### src/core/obt_pkg.sv
// Constants shared by the registered bus transceiver and its helpers.
// Assumes a single sys_clk domain and a 32-bit classic Wishbone bus.
`default_nettype none

package obt_pkg;
    // Widths and depths
    localparam int unsigned DATA_W    = 8;
    localparam int unsigned LOG_W     = DATA_W + 1;
    localparam int unsigned LOG_DEPTH = 8;
    localparam int unsigned PIN_W     = 2 * DATA_W + 6;

    // Register byte offsets
    localparam logic [3:0] CTRL_OFS   = 4'h0;
    localparam logic [3:0] STATUS_OFS = 4'h4;
    localparam logic [3:0] LOG_OFS    = 4'h8;

    // Control field positions and reset value
    localparam int unsigned CTRL_SW_MODE = 0;
    localparam int unsigned CTRL_OE_N    = 1;
    localparam int unsigned CTRL_DIR     = 2;
    localparam int unsigned CTRL_AB_SEL  = 3;
    localparam int unsigned CTRL_BA_SEL  = 4;
    localparam logic [4:0]  CTRL_RST     = 5'h02;

    // Status field positions
    localparam int unsigned ST_AB_LSB   = 0;
    localparam int unsigned ST_BA_LSB   = 8;
    localparam int unsigned ST_DRIVE_A  = 16;
    localparam int unsigned ST_DRIVE_B  = 17;
    localparam int unsigned ST_EMPTY    = 18;
    localparam int unsigned ST_OVERFLOW = 19;

    // Capture log word layout
    localparam int unsigned LOG_DIR_BIT   = 8;
    localparam int unsigned LOG_VALID_BIT = 31;

    // Values after reset
    localparam logic [7:0] STORE_RST = 8'h00;
endpackage : obt_pkg

`default_nettype wire

### src/core/obt_stream_if.sv
// Valid/ready stream carrier between the transceiver and its capture log.
// Assumes source and sink share one clock.
`default_nettype none

interface obt_stream_if #(
    parameter int unsigned W = 9
);
    logic         valid;
    logic         ready;
    logic [W-1:0] data;

    modport src (output valid, output data, input ready);
    modport snk (input valid, input data, output ready);
endinterface : obt_stream_if

`default_nettype wire

### src/core/obt_fifo.sv
// Flip-flop FIFO with valid/ready on both sides.
// Assumes one clock; full and empty are exact.
`default_nettype none

module obt_fifo #(
    parameter int unsigned W     = 9,
    parameter int unsigned DEPTH = 8
) (
    input  wire logic sys_clk,
    input  wire logic rst,
    obt_stream_if.snk in_s,
    obt_stream_if.src out_s
);
    localparam int unsigned AW = $clog2(DEPTH);

    logic [W-1:0] mem_q [DEPTH];
    logic [AW-1:0] wr_q;
    logic [AW-1:0] rd_q;
    logic [AW:0]   cnt_q;
    logic          push;
    logic          pop;

    assign in_s.ready  = (cnt_q != (AW+1)'(DEPTH));
    assign out_s.valid = (cnt_q != '0);
    assign out_s.data  = mem_q[rd_q];
    assign push = in_s.valid & in_s.ready;
    assign pop  = out_s.valid & out_s.ready;

    // Storage written at the write index
    always_ff @(posedge sys_clk) begin
        if (push) begin
            mem_q[wr_q] <= in_s.data;
        end
    end

    // Pointers and fill count
    always_ff @(posedge sys_clk) begin
        if (rst) begin
            wr_q  <= '0;
            rd_q  <= '0;
            cnt_q <= '0;
        end else begin
            if (push) begin
                wr_q <= wr_q + 1'b1;
            end
            if (pop) begin
                rd_q <= rd_q + 1'b1;
            end
            if (push && !pop) begin
                cnt_q <= cnt_q + 1'b1;
            end else if (pop && !push) begin
                cnt_q <= cnt_q - 1'b1;
            end
        end
    end
endmodule : obt_fifo

`default_nettype wire

### src/core/obt_sync.sv
// Two-flop synchroniser for a vector of unrelated pin levels.
// Assumes each bit is a level that may change at any time.
`default_nettype none

module obt_sync #(
    parameter int unsigned W = 1
) (
    input  wire logic         sys_clk,
    input  wire logic         rst,
    input  wire logic [W-1:0] async_in,
    output logic      [W-1:0] sync_out
);
    logic [W-1:0] meta_q;

    // First stage feeds only the second stage
    always_ff @(posedge sys_clk) begin
        if (rst) begin
            meta_q   <= '0;
            sync_out <= '0;
        end else begin
            meta_q   <= async_in;
            sync_out <= meta_q;
        end
    end
endmodule : obt_sync

`default_nettype wire

### src/core/obt_transceiver.sv
// Octal registered bus transceiver with a Wishbone control/status port.
// Assumes all pins are asynchronous to sys_clk and are synchronised here;
// the two store clocks are sampled levels, not clock domains.
//
// The implementer's own choices: the Wishbone register port and the register offsets.
`default_nettype none

// Overview of operation
// Each store clock edge loads its port
// Capture ignores enable, direction and selects
// Enable high: both ports float, both loadable
// Direction low drives A, high drives B
// B-to-A select: live B or stored
// A-to-B select: live A or stored
// Driven port undefined during its store edge
// Both registers may capture in one cycle
// Disabled outputs still accept and store data
// Never drive both ports at once
// No edge, no change of stored data
// Reset clears stores and floats ports
module obt_transceiver (
    input  wire logic        sys_clk,
    input  wire logic        rst,
    // Wishbone slave
    input  wire logic        wb_cyc_i,
    input  wire logic        wb_stb_i,
    input  wire logic        wb_we_i,
    input  wire logic [3:0]  wb_adr_i,
    input  wire logic [31:0] wb_dat_i,
    input  wire logic [3:0]  wb_sel_i,
    output logic      [31:0] wb_dat_o,
    output logic             wb_ack_o,
    // Control pins
    input  wire logic        a_to_b_clock,
    input  wire logic        b_to_a_clock,
    input  wire logic        out_en_n,
    input  wire logic        dir,
    input  wire logic        a_to_b_source_select,
    input  wire logic        b_to_a_source_select,
    // Port A, three signals
    input  wire logic [7:0]  port_a_data_i,
    output logic      [7:0]  port_a_data_o,
    output logic             port_a_data_oe_n,
    // Port B, three signals
    input  wire logic [7:0]  port_b_data_i,
    output logic      [7:0]  port_b_data_o,
    output logic             port_b_data_oe_n
);
    localparam int unsigned DW = obt_pkg::DATA_W;

    // Synchronised pins
    logic [obt_pkg::PIN_W-1:0] pins_raw;
    logic [obt_pkg::PIN_W-1:0] pins_s;
    logic          ab_clk_s;
    logic          ba_clk_s;
    logic          oe_pin_s;
    logic          oe_n_pin_s;
    logic          dir_pin_s;
    logic          ab_sel_pin_s;
    logic          ba_sel_pin_s;
    logic [DW-1:0] a_in_s;
    logic [DW-1:0] b_in_s;

    // Edge detection and stores
    logic          ab_clk_prev_q;
    logic          ba_clk_prev_q;
    logic          ab_rise;
    logic          ba_rise;
    logic [DW-1:0] ab_store_q;
    logic [DW-1:0] ba_store_q;

    // Effective control
    logic [4:0]    ctrl_q;
    logic          oe_n_eff;
    logic          dir_eff;
    logic          ab_sel_eff;
    logic          ba_sel_eff;
    logic          drive_a;
    logic          drive_b;

    // Capture log
    logic          pend_ab_q;
    logic          pend_ba_q;
    logic [DW-1:0] pend_ab_data_q;
    logic [DW-1:0] pend_ba_data_q;
    logic          overflow_q;
    logic          push_ab;
    logic          push_ba;
    logic          log_pop;

    // Bus decode
    logic          wb_req;
    logic          wb_wr;
    logic          wb_rd;
    logic          ovf_clear;
    logic [31:0]   rd_data;

    obt_stream_if #(.W(obt_pkg::LOG_W)) log_in ();
    obt_stream_if #(.W(obt_pkg::LOG_W)) log_out ();

    // Write helper: true when a byte lane of the bit is enabled
    function automatic logic lane_on(input logic [3:0] sel,
                                     input int unsigned bit_pos);
        lane_on = sel[bit_pos / 8];
    endfunction : lane_on

    // Every pin passes two flops before any logic looks at it; the enable
    // goes through inverted so a cleared stage reads as disabled
    assign pins_raw = {a_to_b_clock, b_to_a_clock, ~out_en_n, dir,
                       a_to_b_source_select, b_to_a_source_select,
                       port_a_data_i, port_b_data_i};

    obt_sync #(.W(obt_pkg::PIN_W)) u_sync (
        .sys_clk  (sys_clk),
        .rst      (rst),
        .async_in (pins_raw),
        .sync_out (pins_s)
    );

    assign {ab_clk_s, ba_clk_s, oe_pin_s, dir_pin_s,
            ab_sel_pin_s, ba_sel_pin_s, a_in_s, b_in_s} = pins_s;
    assign oe_n_pin_s = ~oe_pin_s;

    // Edge detectors work on the synchronised levels only
    always_ff @(posedge sys_clk) begin
        if (rst) begin
            ab_clk_prev_q <= 1'b0;
            ba_clk_prev_q <= 1'b0;
        end else begin
            ab_clk_prev_q <= ab_clk_s;
            ba_clk_prev_q <= ba_clk_s;
        end
    end

    assign ab_rise = ab_clk_s & ~ab_clk_prev_q;
    assign ba_rise = ba_clk_s & ~ba_clk_prev_q;

    // Data and clock share the same sync delay, so the edge sees the
    // data that stood at the pin when the clock rose
    always_ff @(posedge sys_clk) begin
        if (rst) begin
            ab_store_q <= obt_pkg::STORE_RST;
            ba_store_q <= obt_pkg::STORE_RST;
        end else begin
            // No enable, direction or select term here
            if (ab_rise) begin
                ab_store_q <= a_in_s;
            end
            if (ba_rise) begin
                ba_store_q <= b_in_s;
            end
        end // Otherwise both hold
    end

    // Software may take over the enable, direction and select pins; reset leaves pins in charge
    assign oe_n_eff   = ctrl_q[obt_pkg::CTRL_SW_MODE] ?
                        ctrl_q[obt_pkg::CTRL_OE_N] : oe_n_pin_s;
    assign dir_eff    = ctrl_q[obt_pkg::CTRL_SW_MODE] ?
                        ctrl_q[obt_pkg::CTRL_DIR] : dir_pin_s;
    assign ab_sel_eff = ctrl_q[obt_pkg::CTRL_SW_MODE] ?
                        ctrl_q[obt_pkg::CTRL_AB_SEL] : ab_sel_pin_s;
    assign ba_sel_eff = ctrl_q[obt_pkg::CTRL_SW_MODE] ?
                        ctrl_q[obt_pkg::CTRL_BA_SEL] : ba_sel_pin_s;

    // Direction picks exactly one port while enabled
    assign drive_a = ~oe_n_eff & ~dir_eff;
    assign drive_b = ~oe_n_eff &  dir_eff;

    // Port drivers; enable outputs are low while driving
    always_ff @(posedge sys_clk) begin
        if (rst) begin
            port_a_data_oe_n <= 1'b1;
            port_b_data_oe_n <= 1'b1;
        end else begin
            port_a_data_oe_n <= ~drive_a;
            port_b_data_oe_n <= ~drive_b;
        end
    end

    // Output data follows the source select; a store edge may change the
    // stored value mid-stream, so the port is not stable across it
    always_ff @(posedge sys_clk) begin
        if (rst) begin
            port_a_data_o <= '0;
            port_b_data_o <= '0;
        end else begin
            port_a_data_o <= ba_sel_eff ? ba_store_q : b_in_s;
            port_b_data_o <= ab_sel_eff ? ab_store_q : a_in_s;
        end
    end

    // Each capture waits in a pending slot until the log accepts it or the next capture on the same side overwrites it,
    // so a full log stalls logging rather than the stores
    assign push_ab = pend_ab_q & log_in.ready;
    assign push_ba = pend_ba_q & log_in.ready & ~pend_ab_q;
    assign log_in.valid = pend_ab_q | pend_ba_q;
    assign log_in.data  = pend_ab_q ? {1'b0, pend_ab_data_q}
                                    : {1'b1, pend_ba_data_q};

    always_ff @(posedge sys_clk) begin
        if (rst) begin
            pend_ab_q      <= 1'b0;
            pend_ba_q      <= 1'b0;
            pend_ab_data_q <= '0;
            pend_ba_data_q <= '0;
        end else begin
            if (ab_rise) begin
                pend_ab_q      <= 1'b1;
                pend_ab_data_q <= a_in_s;
            end else if (push_ab) begin
                pend_ab_q <= 1'b0;
            end
            if (ba_rise) begin
                pend_ba_q      <= 1'b1;
                pend_ba_data_q <= b_in_s;
            end else if (push_ba) begin
                pend_ba_q <= 1'b0;
            end
        end
    end

    // Overflow: a capture landed on a slot still waiting; set beats clear
    always_ff @(posedge sys_clk) begin
        if (rst) begin
            overflow_q <= 1'b0;
        end else if ((ab_rise && pend_ab_q && !push_ab) ||
                     (ba_rise && pend_ba_q && !push_ba)) begin
            overflow_q <= 1'b1;
        end else if (ovf_clear) begin
            overflow_q <= 1'b0;
        end
    end

    obt_fifo #(.W(obt_pkg::LOG_W), .DEPTH(obt_pkg::LOG_DEPTH)) u_log (
        .sys_clk (sys_clk),
        .rst     (rst),
        .in_s    (log_in),
        .out_s   (log_out)
    );

    // Wishbone: one-cycle registered ack, dropped the cycle after
    assign wb_req    = wb_cyc_i & wb_stb_i & ~wb_ack_o;
    assign wb_wr     = wb_req & wb_we_i;
    assign wb_rd     = wb_req & ~wb_we_i;
    assign log_pop   = wb_rd & (wb_adr_i == obt_pkg::LOG_OFS);
    assign ovf_clear = wb_wr & (wb_adr_i == obt_pkg::STATUS_OFS) &
                       lane_on(wb_sel_i, obt_pkg::ST_OVERFLOW) &
                       wb_dat_i[obt_pkg::ST_OVERFLOW];
    assign log_out.ready = log_pop;

    always_ff @(posedge sys_clk) begin
        if (rst) begin
            wb_ack_o <= 1'b0;
        end else begin
            wb_ack_o <= wb_req;
        end
    end

    // Control register, byte lane 0 only
    always_ff @(posedge sys_clk) begin
        if (rst) begin
            ctrl_q <= obt_pkg::CTRL_RST;
        end else if (wb_wr && wb_adr_i == obt_pkg::CTRL_OFS &&
                     wb_sel_i[0]) begin
            ctrl_q <= wb_dat_i[4:0];
        end
    end

    // Read mux; unmapped offsets read zero and ignore writes
    always_comb begin
        rd_data = '0;
        unique case (wb_adr_i)
            obt_pkg::CTRL_OFS: begin
                rd_data[4:0] = ctrl_q;
            end
            obt_pkg::STATUS_OFS: begin
                rd_data[obt_pkg::ST_AB_LSB +: DW] = ab_store_q;
                rd_data[obt_pkg::ST_BA_LSB +: DW] = ba_store_q;
                rd_data[obt_pkg::ST_DRIVE_A]  = ~port_a_data_oe_n;
                rd_data[obt_pkg::ST_DRIVE_B]  = ~port_b_data_oe_n;
                rd_data[obt_pkg::ST_EMPTY]    = ~log_out.valid;
                rd_data[obt_pkg::ST_OVERFLOW] = overflow_q;
            end
            obt_pkg::LOG_OFS: begin
                rd_data[obt_pkg::LOG_W-1:0]     = log_out.data;
                rd_data[obt_pkg::LOG_VALID_BIT] = log_out.valid;
            end
            default: begin
                rd_data = '0;
            end
        endcase
    end

    always_ff @(posedge sys_clk) begin
        if (rst) begin
            wb_dat_o <= '0;
        end else if (wb_rd) begin
            wb_dat_o <= rd_data;
        end
    end
endmodule : obt_transceiver

`default_nettype wire

### config.mk
export PLATFORM = sky130hd
export DESIGN_NAME = obt_transceiver
export DESIGN_NICKNAME = d
export VERILOG_FILES = /design/src/core/obt_pkg.sv /design/src/core/obt_stream_if.sv /design/src/core/obt_fifo.sv /design/src/core/obt_sync.sv /design/src/core/obt_transceiver.sv
export SDC_FILE = /design/constraint.sdc
export NUM_CORES = 1
export LEC_CHECK = 0
export ABC_CLOCK_PERIOD_IN_PS = 5940
export BUFFER_PORTS_ARGS = -buffer_cell sky130_fd_sc_hd__buf_4
export CORE_ASPECT_RATIO = 0.6
export CORE_UTILIZATION = 48
export CTS_CLUSTER_SIZE = 16
export DETAILED_ROUTE_END_ITERATION = 16
export MAX_ROUTING_LAYER = met4
export PLACE_DENSITY = 0.7
export SYNTH_ARGS = -nofsm -noshare
export SYNTH_HDL_FRONTEND = slang
export SYNTH_SLANG_ARGS = --single-unit
### constraint.sdc
create_clock -name sys_clk -period 5.94 [get_ports sys_clk]
set_input_delay 1.188 -clock sys_clk [delete_from_list [all_inputs] [get_ports sys_clk]]
set_output_delay 1.188 -clock sys_clk [all_outputs]
set_load 0.005 [all_outputs]
==> flow_metrics.env, run 1 <==
export IMPL_ys_seq_area_share_pct=64.14
export IMPL_core_region_area_sq_um=14590
export IMPL_dpl_instance_area_sq_um=7903
export IMPL_die_x_um=160.2
export IMPL_drcViolationCount=0
export IMPL_p_clk_share_pct=41.9
export IMPL_power_total_mw=2.641
export IMPL_clock_skew_ps=13.19
export IMPL_intPower_mw=2.057
export IMPL_worstSetupEndpointType="register"
export IMPL_max_freq_mhz=267.4
export IMPL_clk_latency_ps=430
export IMPL_cts_tree="built"
export IMPL_ys_top_cells_by_area="dfxtp_1, edfxtp_1, mux2i_1, nor2b_1, mux4_2"
export IMPL_yosys_warnings=0
export IMPL_wirelength_um=14750
export IMPL_cp_max_fo=7
export IMPL_die_h_um=96.93
export IMPL_p_sw_uw=583.8
export IMPL_netlist_area_leader_share_pct=34.15
export IMPL_criticalPathCategory="in2reg"
export IMPL_grt_util_all_layers_pct=20.34
export IMPL_grt_pass1_vias=4332
export IMPL_hpwl_um=10130
export IMPL_wire_per_inst_um=17.31
export IMPL_critPathCapture="u_log.cnt_q[3]"
export IMPL_synth_async_reset_ratio_pct=0
export IMPL_ios=118
export IMPL_synthFlopType="dfxtp_1"
export IMPL_fin_nets=714
export IMPL_portBuffers=78
export IMPL_pwr_share_comb_pct=4.3
export IMPL_rsz0062_at_grt="false"
export IMPL_hold_viol_final=0
export IMPL_drtIter0Drc=351
export IMPL_pwr_share_seq_pct=53.8
export IMPL_netlist_area_sq_um=7209
export IMPL_cts_setup_buffers=0
export IMPL_dr_pass1_iters=5
export IMPL_ys_seq_elements=195
export IMPL_numClockSinks=195
export IMPL_status="completed"
export IMPL_r2r_slack_ps=2910
export IMPL_rows=34
export IMPL_vias=4475
export IMPL_leakage_nw=3.221
export IMPL_synth_edf_count=72
export IMPL_slew_headroom_pct=26.23
export IMPL_setup_viol=0
export IMPL_hold_ws_ps=435.1
export IMPL_area_growth_pct=17.60
export IMPL_cp_cell_sequence="buf_4 > or4b_1 > nor3_4 > inv_1 > ha_1 > inv_1 > ha_1 > a21oi_1 > a211oi_1 > a31oi_1 > mux2_1"
export IMPL_drive_above_1_share_pct=22.02
export IMPL_postSynthCellCount=573
export IMPL_n_antenna_cell=0
export IMPL_tightest_slew_ps=1103
export IMPL_startpoint_type="primary input"
export IMPL_initial_core_util_pct=49.41
export IMPL_fin_area_sq_um=8478
export IMPL_drv_slew=0
export IMPL_period_share_pct=62.95
export IMPL_cts_repair_resized=0
export IMPL_path_clk_slew_ps=70
export IMPL_r2r_end="u_log.cnt_q[3]"
export IMPL_grt_pass1_wl_um=23300
export IMPL_power_density_nw_per_um2=311.5
export IMPL_dieArea_sq_um=15530
export IMPL_critical_path_arrival_ps=4060
export IMPL_antenna_found_initial=0
export IMPL_ant_nets=0
export IMPL_reg2regPathDepth=10
export IMPL_globalplace_congestion=0.7915
export IMPL_drv_cap=0
export IMPL_period_needed_ps=3740
export IMPL_cp_slowest_stage_delay_ps=760
export IMPL_ys_types=50
export IMPL_postCtsHoldBufs=0
export IMPL_cts_root_buffer="clkbuf_16"
export IMPL_overflow=0
export IMPL_hold_class="reg2reg"
export IMPL_swShare_pct=22.11
export IMPL_avgSynthCellArea_sq_um=12.58
export IMPL_vias_per_cell=5.252
export IMPL_synth_area_leader_cell="dfxtp_1"
export IMPL_r2r_start="u_log.cnt_q[0]"
export IMPL_htree_num_levels=4
export IMPL_crit_slowest_cell="or4b_1"
export IMPL_setup_tns_ps=0
export IMPL_crit_path_start="wb_adr_i[1]"
export IMPL_clk_path_buf_depth=2
export IMPL_cts_buffers=17
export IMPL_grt_max_degree=72
export IMPL_cp_required_ps=6260
export IMPL_ir_worst_vdd_v=0.0001950
==> cell usage after synthesis, types with 10 or more instances <==
cell	instances
mux2i_1	45
clkbuf_1	18
nand2_1	40
dfxtp_1	123
buf_4	11
nor2b_1	50
nor2_1	58
a21oi_1	31
mux4_2	10
edfxtp_1	72
a22oi_1	12
==> per-layer routing <==
| metal | track usage [%] | up-vias | share of wire, % |
|---|---|---|---|
| met5 | - | - | 0 |
| met4 | 5.348 | 0 | 0.85 |
| met3 | 4.889 | 11 | 5.2 |
| met2 | 28.16 | 128 | 43 |
| met1 | 29.72 | 2193 | 51 |
| li1 | - | 2143 | - |
==> worst max-delay path: cells and delay by family <==
kind | cells | cell delay, ps
fa+ha+maj | 2 | 510
compound gates | 3 | 510
mux | 1 | 340
buf+inv | 3 | 360
simple gates | 2 | 1140
==> layout make-up <==
class                   instances  area (sq um)
repair buffers                 81         608.1
clock inverters                13         111.4
fillers                      1159          6113
well taps                     198         247.7
multi-input cells             342          2407
clock buffers                  19         464.2
flip-flops and latches        195          4624
inverters                       4         15.01
==> power groups by stage <==
stage	sequential [mW]	clock, mW	combinational, mW
detailed placement	1.45	0	0.114
global placement	1.45	0	0.111
finish	1.42	1.11	0.115
floorplan	1.44	0	0.0748
global route	1.42	1.17	0.127
CTS	1.42	1.12	0.115
==> metrics by stage <==
stage	setup WS (ps)	util, %	cells
after floorplan	2320	-	583
after global placement	1896	54.16	820
after detailed placement	1803	54.16	820
after CTS	2244	58.10	852
after global routing	2068	58.10	852
final	2200	58.10	852
==> cells in the final DEF (no fill, tap or decap), drive strengths merged, types with 2 or more instances in the layout <==
master	netlist	layout
clkbuf	18	19
nand2	40	40
nor2	58	58
nor4	2	2
or3	3	3
a31oi	2	2
ha	5	5
a221oi	4	4
mux4	10	10
o22ai	5	5
buf	24	81
a22oi	12	12
conb	1	11
o21ai	3	3
nor2b	50	50
inv	4	10
mux2	9	9
mux2i	47	47
nor3b	2	2
xnor2	4	4
nand3	4	4
clkinv	0	5
edfxtp	72	72
a32oi	4	4
nor4b	3	3
or2	2	2
dfxtp	123	123
a21oi	31	31
nand2b	7	7
a221o	4	4
nor3	10	10
==> worst min path at each step <==
stage | slack, ps | cells past startpoint | startpoint | end
3_5_place_dp | 420 | 1 | u_sync.meta_q[8] | u_sync.sync_out[8]
6_report | 440 | 1 | u_sync.meta_q[10] | u_sync.sync_out[10]
4_1_cts | 440 | 1 | u_sync.meta_q[8] | u_sync.sync_out[8]
5_1_grt | 450 | 1 | u_sync.meta_q[10] | u_sync.sync_out[10]
2_1_floorplan | 410 | 1 | u_sync.meta_q[0] | u_sync.sync_out[0]
3_3_place_gp | 430 | 1 | u_sync.meta_q[20] | u_sync.sync_out[20]
==> state kept, by name, summed over array words and instances, names as in the netlist, 4 cells and up, named ones only <==
signal	flops
pend_ba_data_q	8
u_log.cnt_q	4
pend_ab_data_q	8
port_b_data_o	8
ctrl_q	5
u_sync.sync_out	22
u_sync.meta_q	22
port_a_data_o	8
u_log.mem_q	72
wb_dat_o	21
==> kinds of logic after synthesis <==
logic type,after synthesis,share of synthesized area (%)
flip-flops,195,64.14
AND/OR/NAND/NOR,187,13.71
AO/OA/AOI/OAI,67,6.057
multiplexers,66,11.16
buffers and inverters,46,3.124
adder cells (fa/ha/maj),6,1.145
XOR/XNOR,5,0.6074
other,1,0.05202
Note: power is estimated with default switching activity, not from simulation.
==> run 2: changes to the inputs <==
--- a/config.mk
+++ b/config.mk
@@ -5,14 +5,15 @@
 export SDC_FILE = /design/constraint.sdc
 export NUM_CORES = 1
 export LEC_CHECK = 0
-export ABC_CLOCK_PERIOD_IN_PS = 5940
+export ABC_AREA = 1
+export ABC_CLOCK_PERIOD_IN_PS = 3400
 export BUFFER_PORTS_ARGS = -buffer_cell sky130_fd_sc_hd__buf_4
 export CORE_ASPECT_RATIO = 0.6
 export CORE_UTILIZATION = 48
 export CTS_CLUSTER_SIZE = 16
 export DETAILED_ROUTE_END_ITERATION = 16
 export MAX_ROUTING_LAYER = met4
-export PLACE_DENSITY = 0.7
+export PLACE_DENSITY = 0.72
 export SYNTH_ARGS = -nofsm -noshare
 export SYNTH_HDL_FRONTEND = slang
 export SYNTH_SLANG_ARGS = --single-unit
==> constraint.sdc (replaced) <==
create_clock -name sys_clk -period 3.4 [get_ports sys_clk]
set_input_delay 0.68 -clock sys_clk [delete_from_list [all_inputs] [get_ports sys_clk]]
set_output_delay 0.68 -clock sys_clk [all_outputs]
set_load 0.005 [all_outputs]
==> run 2 against run 1 <==
Net effect:
- clock skew barely moved
- die area is 3.6% higher
- combinational power grew 130%
- critical endpoint is now u_log.mem_q[3][6]
- global-route usage increased by 1.7 points
- largest cell class unchanged
==> flow_metrics.env, run 2 <==
export IMPL_status="completed"
export IMPL_cts_root_buffer="clkbuf_16"
export IMPL_dieArea_sq_um=16090
export IMPL_top_layer="met4"
export IMPL_critical_path_arrival_ps=2280
export IMPL_cp_max_fo=12
export IMPL_period_needed_ps=2232
export IMPL_ir_worst_vdd_v=0.0003345
export IMPL_swShare_pct=23.43
export IMPL_drv_slew=0
export IMPL_rows=34
export IMPL_synthSimpleGateAreaFrac_pct=13.27
export IMPL_die_h_um=98.66
export IMPL_ios=118
export IMPL_hold_viol_final=0
export IMPL_cp_cell_sequence="o21ai_2 > nor2_1 > inv_1 > nor2_1"
export IMPL_overflow=0
export IMPL_synth_compound_area_share_pct=13.42
export IMPL_setup_viol=0
export IMPL_cts_tree="built"
export IMPL_place_inst=1033
export IMPL_cts_repair_resized=0
export IMPL_wirelength_um=16470
export IMPL_pwr_share_seq_pct=53.3
export IMPL_criticalPathCategory="reg2reg"
export IMPL_hpwl_um=11010
export IMPL_postCtsHoldBufs=0
export IMPL_ant_nets=0
export IMPL_top_regs="u_log.mem_q: 72 flops, u_sync.meta_q: 22 flops, u_sync.sync_out: 22 flops"
export IMPL_initial_core_util_pct=50.35
export IMPL_drive_above_1_share_pct=17.88
export IMPL_synth_async_reset_ratio_pct=0
export IMPL_clk_latency_ps=430
export IMPL_hold_ws_ps=395.2
export IMPL_p_clk_share_pct=41.1
export IMPL_ys_types=36
export IMPL_grt_util_all_layers_pct=22.05
export IMPL_synthFlopType="dfxtp_1"
export IMPL_final_cell_mix="dfxtp_1, nor2_1, inv_1, buf_4, nand2_1"
export IMPL_period_share_pct=65.64
export IMPL_synth_area_leader_cell="dfxtp_1"
export IMPL_dr_pass1_iters=5
export IMPL_wire_per_inst_um=15.47
export IMPL_postSynthCellCount=778
export IMPL_power_density_nw_per_um2=542.1
export IMPL_ys_seq_elements=195
export IMPL_drcViolationCount=0
export IMPL_power_total_mw=4.721
export IMPL_synth_commonest_cells="dfxtp_1, nor2_1, inv_1"
export IMPL_worstSetupEndpointType="register"
export IMPL_numClockSinks=195
export IMPL_hold_class="reg2reg"
export IMPL_avgSynthCellArea_sq_um=9.608
export IMPL_synth_edf_count=72
export IMPL_grt_pass1_vias=4839
export IMPL_tightest_slew_ps=1180
export IMPL_portBuffers=78
export IMPL_startpoint_type="register"
export IMPL_leakage_nw=3.576
export IMPL_top_register="u_log.mem_q"
export IMPL_r2r_slack_ps=1170
export IMPL_cp_required_ps=3450
export IMPL_crit_slowest_cell="nor2_1"
export IMPL_core_region_area_sq_um=14850
export IMPL_clock_skew_ps=13.31
export IMPL_drv_cap=0
export IMPL_m1WireLength_um=7925
export IMPL_ys_top_cells_by_area="dfxtp_1, edfxtp_1, nor2_1, o21ai_0, inv_1"
export IMPL_grt_max_degree=70
export IMPL_n_antenna_cell=0
export IMPL_antenna_found_initial=0
export IMPL_clk_path_buf_depth=2
export IMPL_netlist_area_leader_share_pct=32.94
export IMPL_intPower_mw=3.615
export IMPL_fin_nets=927
export IMPL_p_sw_mw=1.106
export IMPL_vias_per_cell=5.074
export IMPL_wl_met3_um=1401
export IMPL_yosysMostFrequentCell="dfxtp_1"
export IMPL_fin_cells=1065
export IMPL_path_clk_slew_ps=70
export IMPL_wl_met2_um=6966
export IMPL_pre_cts_ws_ps=833.2
export IMPL_muxShareOfSynthArea_pct=0
export IMPL_cts_setup_buffers=0
export IMPL_cp_slowest_stage_delay_ps=830
export IMPL_path_common_cell="nor2_1"
export IMPL_rsz0062_at_grt="false"
export IMPL_globalplace_congestion=0.8561
export IMPL_cts_buffers=17
export IMPL_largest_reg_flops=72
export IMPL_netlist_area_sq_um=7475
export IMPL_setup_ws_ps=1168
export IMPL_pwr_share_comb_pct=5.6
export IMPL_max_freq_mhz=448.1
export IMPL_drtIter0Drc=533
export IMPL_final_common_cell="dfxtp_1"
export IMPL_htree_num_levels=4
export IMPL_slew_headroom_pct=21.25
export IMPL_synth_xor_area_share_pct=0.5859
export IMPL_area_growth_pct=16.52
export IMPL_grt_pass1_wl_um=25750
export IMPL_synth_top_family_by_area="compound AO/OA/AOI/OAI gates"
export IMPL_setup_tns_ps=0
export IMPL_die_x_um=163.1
export IMPL_synthAdderAreaFrac_pct=1.105
export IMPL_ys_seq_area_share_pct=61.87
export IMPL_vias=5404
export IMPL_yosys_warnings=0
run 2: cell count changes in the layout (fill, tap and decap cells not counted), sizes merged, moves of 12 or more:
cell,change
a21oi,+36
a22oi,-12
mux2i,-47
nand2,+36
o211ai,+17
inv,+103
nor2b,-50
nor2,+70
o21ai,+93
buf,+12
nand3,+24
run 2: final cells by class:
cell class | count | area (sq um)
Clock buffer | 20 | 467.9
Clock inverter | 12 | 106.4
Fill cell | 1268 | 6137
Inverter | 105 | 401.6
Multi-Input combinational cell | 442 | 2163
Sequential cell | 195 | 4624
Tap cell | 198 | 247.7
Timing Repair Buffer | 93 | 698.2
run 2: power by group through the flow:
stage | registers (mW) | clock network [mW] | logic (mW)
finish | 2.52 | 1.94 | 0.265
detailed placement | 2.57 | 0 | 0.262
CTS | 2.52 | 1.96 | 0.265
global placement | 2.57 | 0 | 0.257
global route | 2.52 | 2.06 | 0.298
floorplan | 2.56 | 0 | 0.169
run 2: kinds of logic after synthesis:
group | count (synthesis)
other | 1
DFF | 195
AOI/OAI and AO/OA | 183
adders and majority gates | 6
and+or+nand+nor | 237
buffers and inverters | 151
xor gates and xnor gates | 5
run 2: per-stage QoR:
stage          instance area, sq um  util (%)
2_1_floorplan                  7512         -
3_3_place_gp                   8135     54.80
3_5_place_dp                   8135     54.80
4_1_cts                        8710     58.66
5_1_grt                        8710     58.66
6_report                       8710     58.66
run 2: path summary, 6_finish.rpt:
kind | start | end | cells past startpoint
worst max-delay path | pend_ab_q | u_log.mem_q[3][6] | 4
worst min-delay path | u_sync.meta_q[8] | u_sync.sync_out[8] | 2
worst max register to register | pend_ab_q | u_log.mem_q[3][6] | 4
worst min register to register | u_sync.meta_q[8] | u_sync.sync_out[8] | 2
run 2: critical path, delay by kind of cell (launching register included):
family | cells | cell delay [ps]
AO/OA/AOI/OAI | 1 | 170
AND/OR/NAND/NOR | 2 | 950
buffers and inverters | 1 | 80
flip-flops | 1 | 640
run 2: per-layer routing:
metal,up-vias,GRT usage (%)
met2,196,30.44
met3,20,5.640
met1,2519,31.64
met4,0,6.542
li1,2669,-
met5,-,-
==> run 3: changes to the inputs <==
--- a/config.mk
+++ b/config.mk
@@ -5,8 +5,8 @@
 export SDC_FILE = /design/constraint.sdc
 export NUM_CORES = 1
 export LEC_CHECK = 0
-export ABC_AREA = 1
-export ABC_CLOCK_PERIOD_IN_PS = 3400
+export ABC_AREA = 0
+export ABC_CLOCK_PERIOD_IN_PS = 1950
 export BUFFER_PORTS_ARGS = -buffer_cell sky130_fd_sc_hd__buf_4
 export CORE_ASPECT_RATIO = 0.6
 export CORE_UTILIZATION = 48
==> constraint.sdc (replaced) <==
create_clock -name sys_clk -period 1.95 [get_ports sys_clk]
set_input_delay 0.39 -clock sys_clk [delete_from_list [all_inputs] [get_ports sys_clk]]
set_output_delay 0.39 -clock sys_clk [all_outputs]
set_load 0.005 [all_outputs]
==> run 3 against run 2 <==
Net effect:
- fmax down 3.5%
- highest routed layer unchanged
- largest cell class unchanged
- the flow now finishes with violations (setup timing)
- die area down 3.5%
- non-clock buffer count up 43
- largest power group unchanged
==> flow_metrics.env, run 3 (synthesized netlist as in run 1, its figures left out) <==
export IMPL_portBuffers=78
export IMPL_clock_skew_ps=10.72
export IMPL_drcViolationCount=0
export IMPL_cp_required_ps=2260
export IMPL_clk_latency_ps=430
export IMPL_cts_root_buffer="clkbuf_16"
export IMPL_top_register="u_log.mem_q"
export IMPL_clk_path_buf_depth=2
export IMPL_worstSetupEndpointType="register"
export IMPL_hpwl_um=11190
export IMPL_grt_pass1_vias=4700
export IMPL_area_growth_pct=25.58
export IMPL_initial_core_util_pct=49.41
export IMPL_violations="setup timing"
export IMPL_final_common_cell="buf_4"
export IMPL_largest_reg_flops=72
export IMPL_grt_pass1_wl_um=24930
export IMPL_wirelength_um=15750
export IMPL_period_share_pct=118.6
export IMPL_drv_slew=0
export IMPL_drtIter0Drc=324
export IMPL_grt_util_all_layers_pct=21.74
export IMPL_ios=118
export IMPL_tightest_slew_ps=606.2
export IMPL_top_regs="u_log.mem_q: 72 flops, u_sync.meta_q: 22 flops, u_sync.sync_out: 22 flops"
export IMPL_drive_above_1_share_pct=30.32
export IMPL_fin_cells=907
export IMPL_rsz0062_at_grt="true"
export IMPL_cts_tree="built"
export IMPL_period_needed_ps=2312
export IMPL_status="finished with violations"
export IMPL_globalplace_congestion=0.8274
export IMPL_vias_per_cell=5.271
export IMPL_slew_headroom_pct=59.54
export IMPL_fin_util_pct=62.05
export IMPL_startpoint_type="register"
export IMPL_fin_nets=769
export IMPL_critical_path_arrival_ps=2620
export IMPL_pre_cts_ws_ps=-689.8
export IMPL_reg2regPathDepth=12
export IMPL_power_total_mw=8.184
export IMPL_crit_path_start="u_log.cnt_q[0]"
export IMPL_setup_ws_ps=-362.1
export IMPL_antenna_found_initial=0
export IMPL_wire_per_inst_um=17.36
export IMPL_cp_max_fo=4
export IMPL_dieArea_sq_um=15530
export IMPL_r2r_end="u_log.cnt_q[3]"
export IMPL_overflow=0
export IMPL_rows=34
export IMPL_final_cell_mix="buf_4, dfxtp_1, edfxtp_1, nor2_1, nor2b_1"
export IMPL_postCtsHoldBufs=0
export IMPL_numClockSinks=195
export IMPL_leakage_nw=3.514
export IMPL_n_antenna_cell=0
export IMPL_hold_viol_final=0
export IMPL_htree_num_levels=4
export IMPL_grt_max_degree=40
export IMPL_hold_class="in2reg"
export IMPL_die_x_um=160.2
export IMPL_dr_pass1_iters=5
export IMPL_setup_viol=3
export IMPL_max_freq_mhz=432.5
export IMPL_setup_tns_ps=-785.3
export IMPL_criticalPathCategory="reg2reg"
export IMPL_cts_buffers=17
export IMPL_ant_nets=0
export IMPL_critPathCapture="u_log.cnt_q[3]"
export IMPL_r2r_start="u_log.cnt_q[0]"
export IMPL_r2r_slack_ps=-360
export IMPL_drv_cap=0
export IMPL_vias=4781
export IMPL_power_density_nw_per_um2=903.9
export IMPL_place_inst=869
export IMPL_core_region_area_sq_um=14590
export IMPL_die_h_um=96.93
export IMPL_ir_worst_vdd_v=0.0004823
export IMPL_path_clk_slew_ps=70
[run 3: cell count changes in the layout (fill, tap and decap cells not counted), moves of 30 or more]
cell	previous run	this run
nand2_1	75	40
o21ai_0	74	2
nor2b_1	0	50
buf_4	93	131
nor2_1	118	56
mux2i_1	0	45
inv_1	96	2
a21oi_1	60	30
[run 3: what timing repair did]
| item | in CTS | in global routing |
|---|---|---|
| resized for setup | 22 | 1 |
| pin swaps | 6 | 4 |
| setup endpoints to repair | 12 | 3 |
| setup buffers | 5 | 1 |
| cloned | 0 | 0 |
[run 3: per-layer routing]
layer,share of wire (%),global-route usage [%]
met1,49,30.72
met2,45,31.97
met3,5.2,4.074
met4,1.1,6.300
met5,0,-
[run 3: how the worst min path moves through the flow]
stage,startpoint,endpoint,slack (ps),cells after the start
floorplan,u_sync.meta_q[0],u_sync.sync_out[0],410,1
global placement,u_sync.meta_q[5],u_sync.sync_out[5],430,1
detailed placement,u_sync.meta_q[10],u_sync.sync_out[10],430,1
CTS,out_en_n,u_sync.meta_q[19],100,2
global route,out_en_n,u_sync.meta_q[19],100,2
finish,out_en_n,u_sync.meta_q[19],110,2
[run 3: where the power goes]
group / total, mW / switching, mW / internal (mW)
clock network: 3.36 / 1.57 / 1.79
registers: 4.32 / 0.0388 / 4.28
logic: 0.509 / 0.246 / 0.263
total: 8.18 / 1.85 / 6.33
[run 3: area by class of cell]
class                      count  area (sq um)
sequential                   195          4629
clock buffer                  17         425.4
fill                        1115          5538
clock inverter                15         142.6
timing repair buffer         136          1057
multi-input combinational    342          2531
tap                          198         247.7
inverter                       4         20.02
[run 3: critical path, cell delays in order, from the launching register on]
cell,delay (ps)
dfxtp_2,330
buf_6,120
nor4_4,280
buf_4,180
nor3_4,40
inv_2,60
ha_4,140
inv_6,50
ha_4,290
nand3_4,90
buf_4,150
a31oi_4,140
mux2_4,320
[run 3: per-stage QoR]
stage                     hold WS [ps]  cell area (sq um)
final                            111.2               9054
after global routing             102.2               9054
after CTS                        102.5               9039
after detailed placement         425.9               8325
after global placement           425.8               8325
after floorplan                  413.8               7303
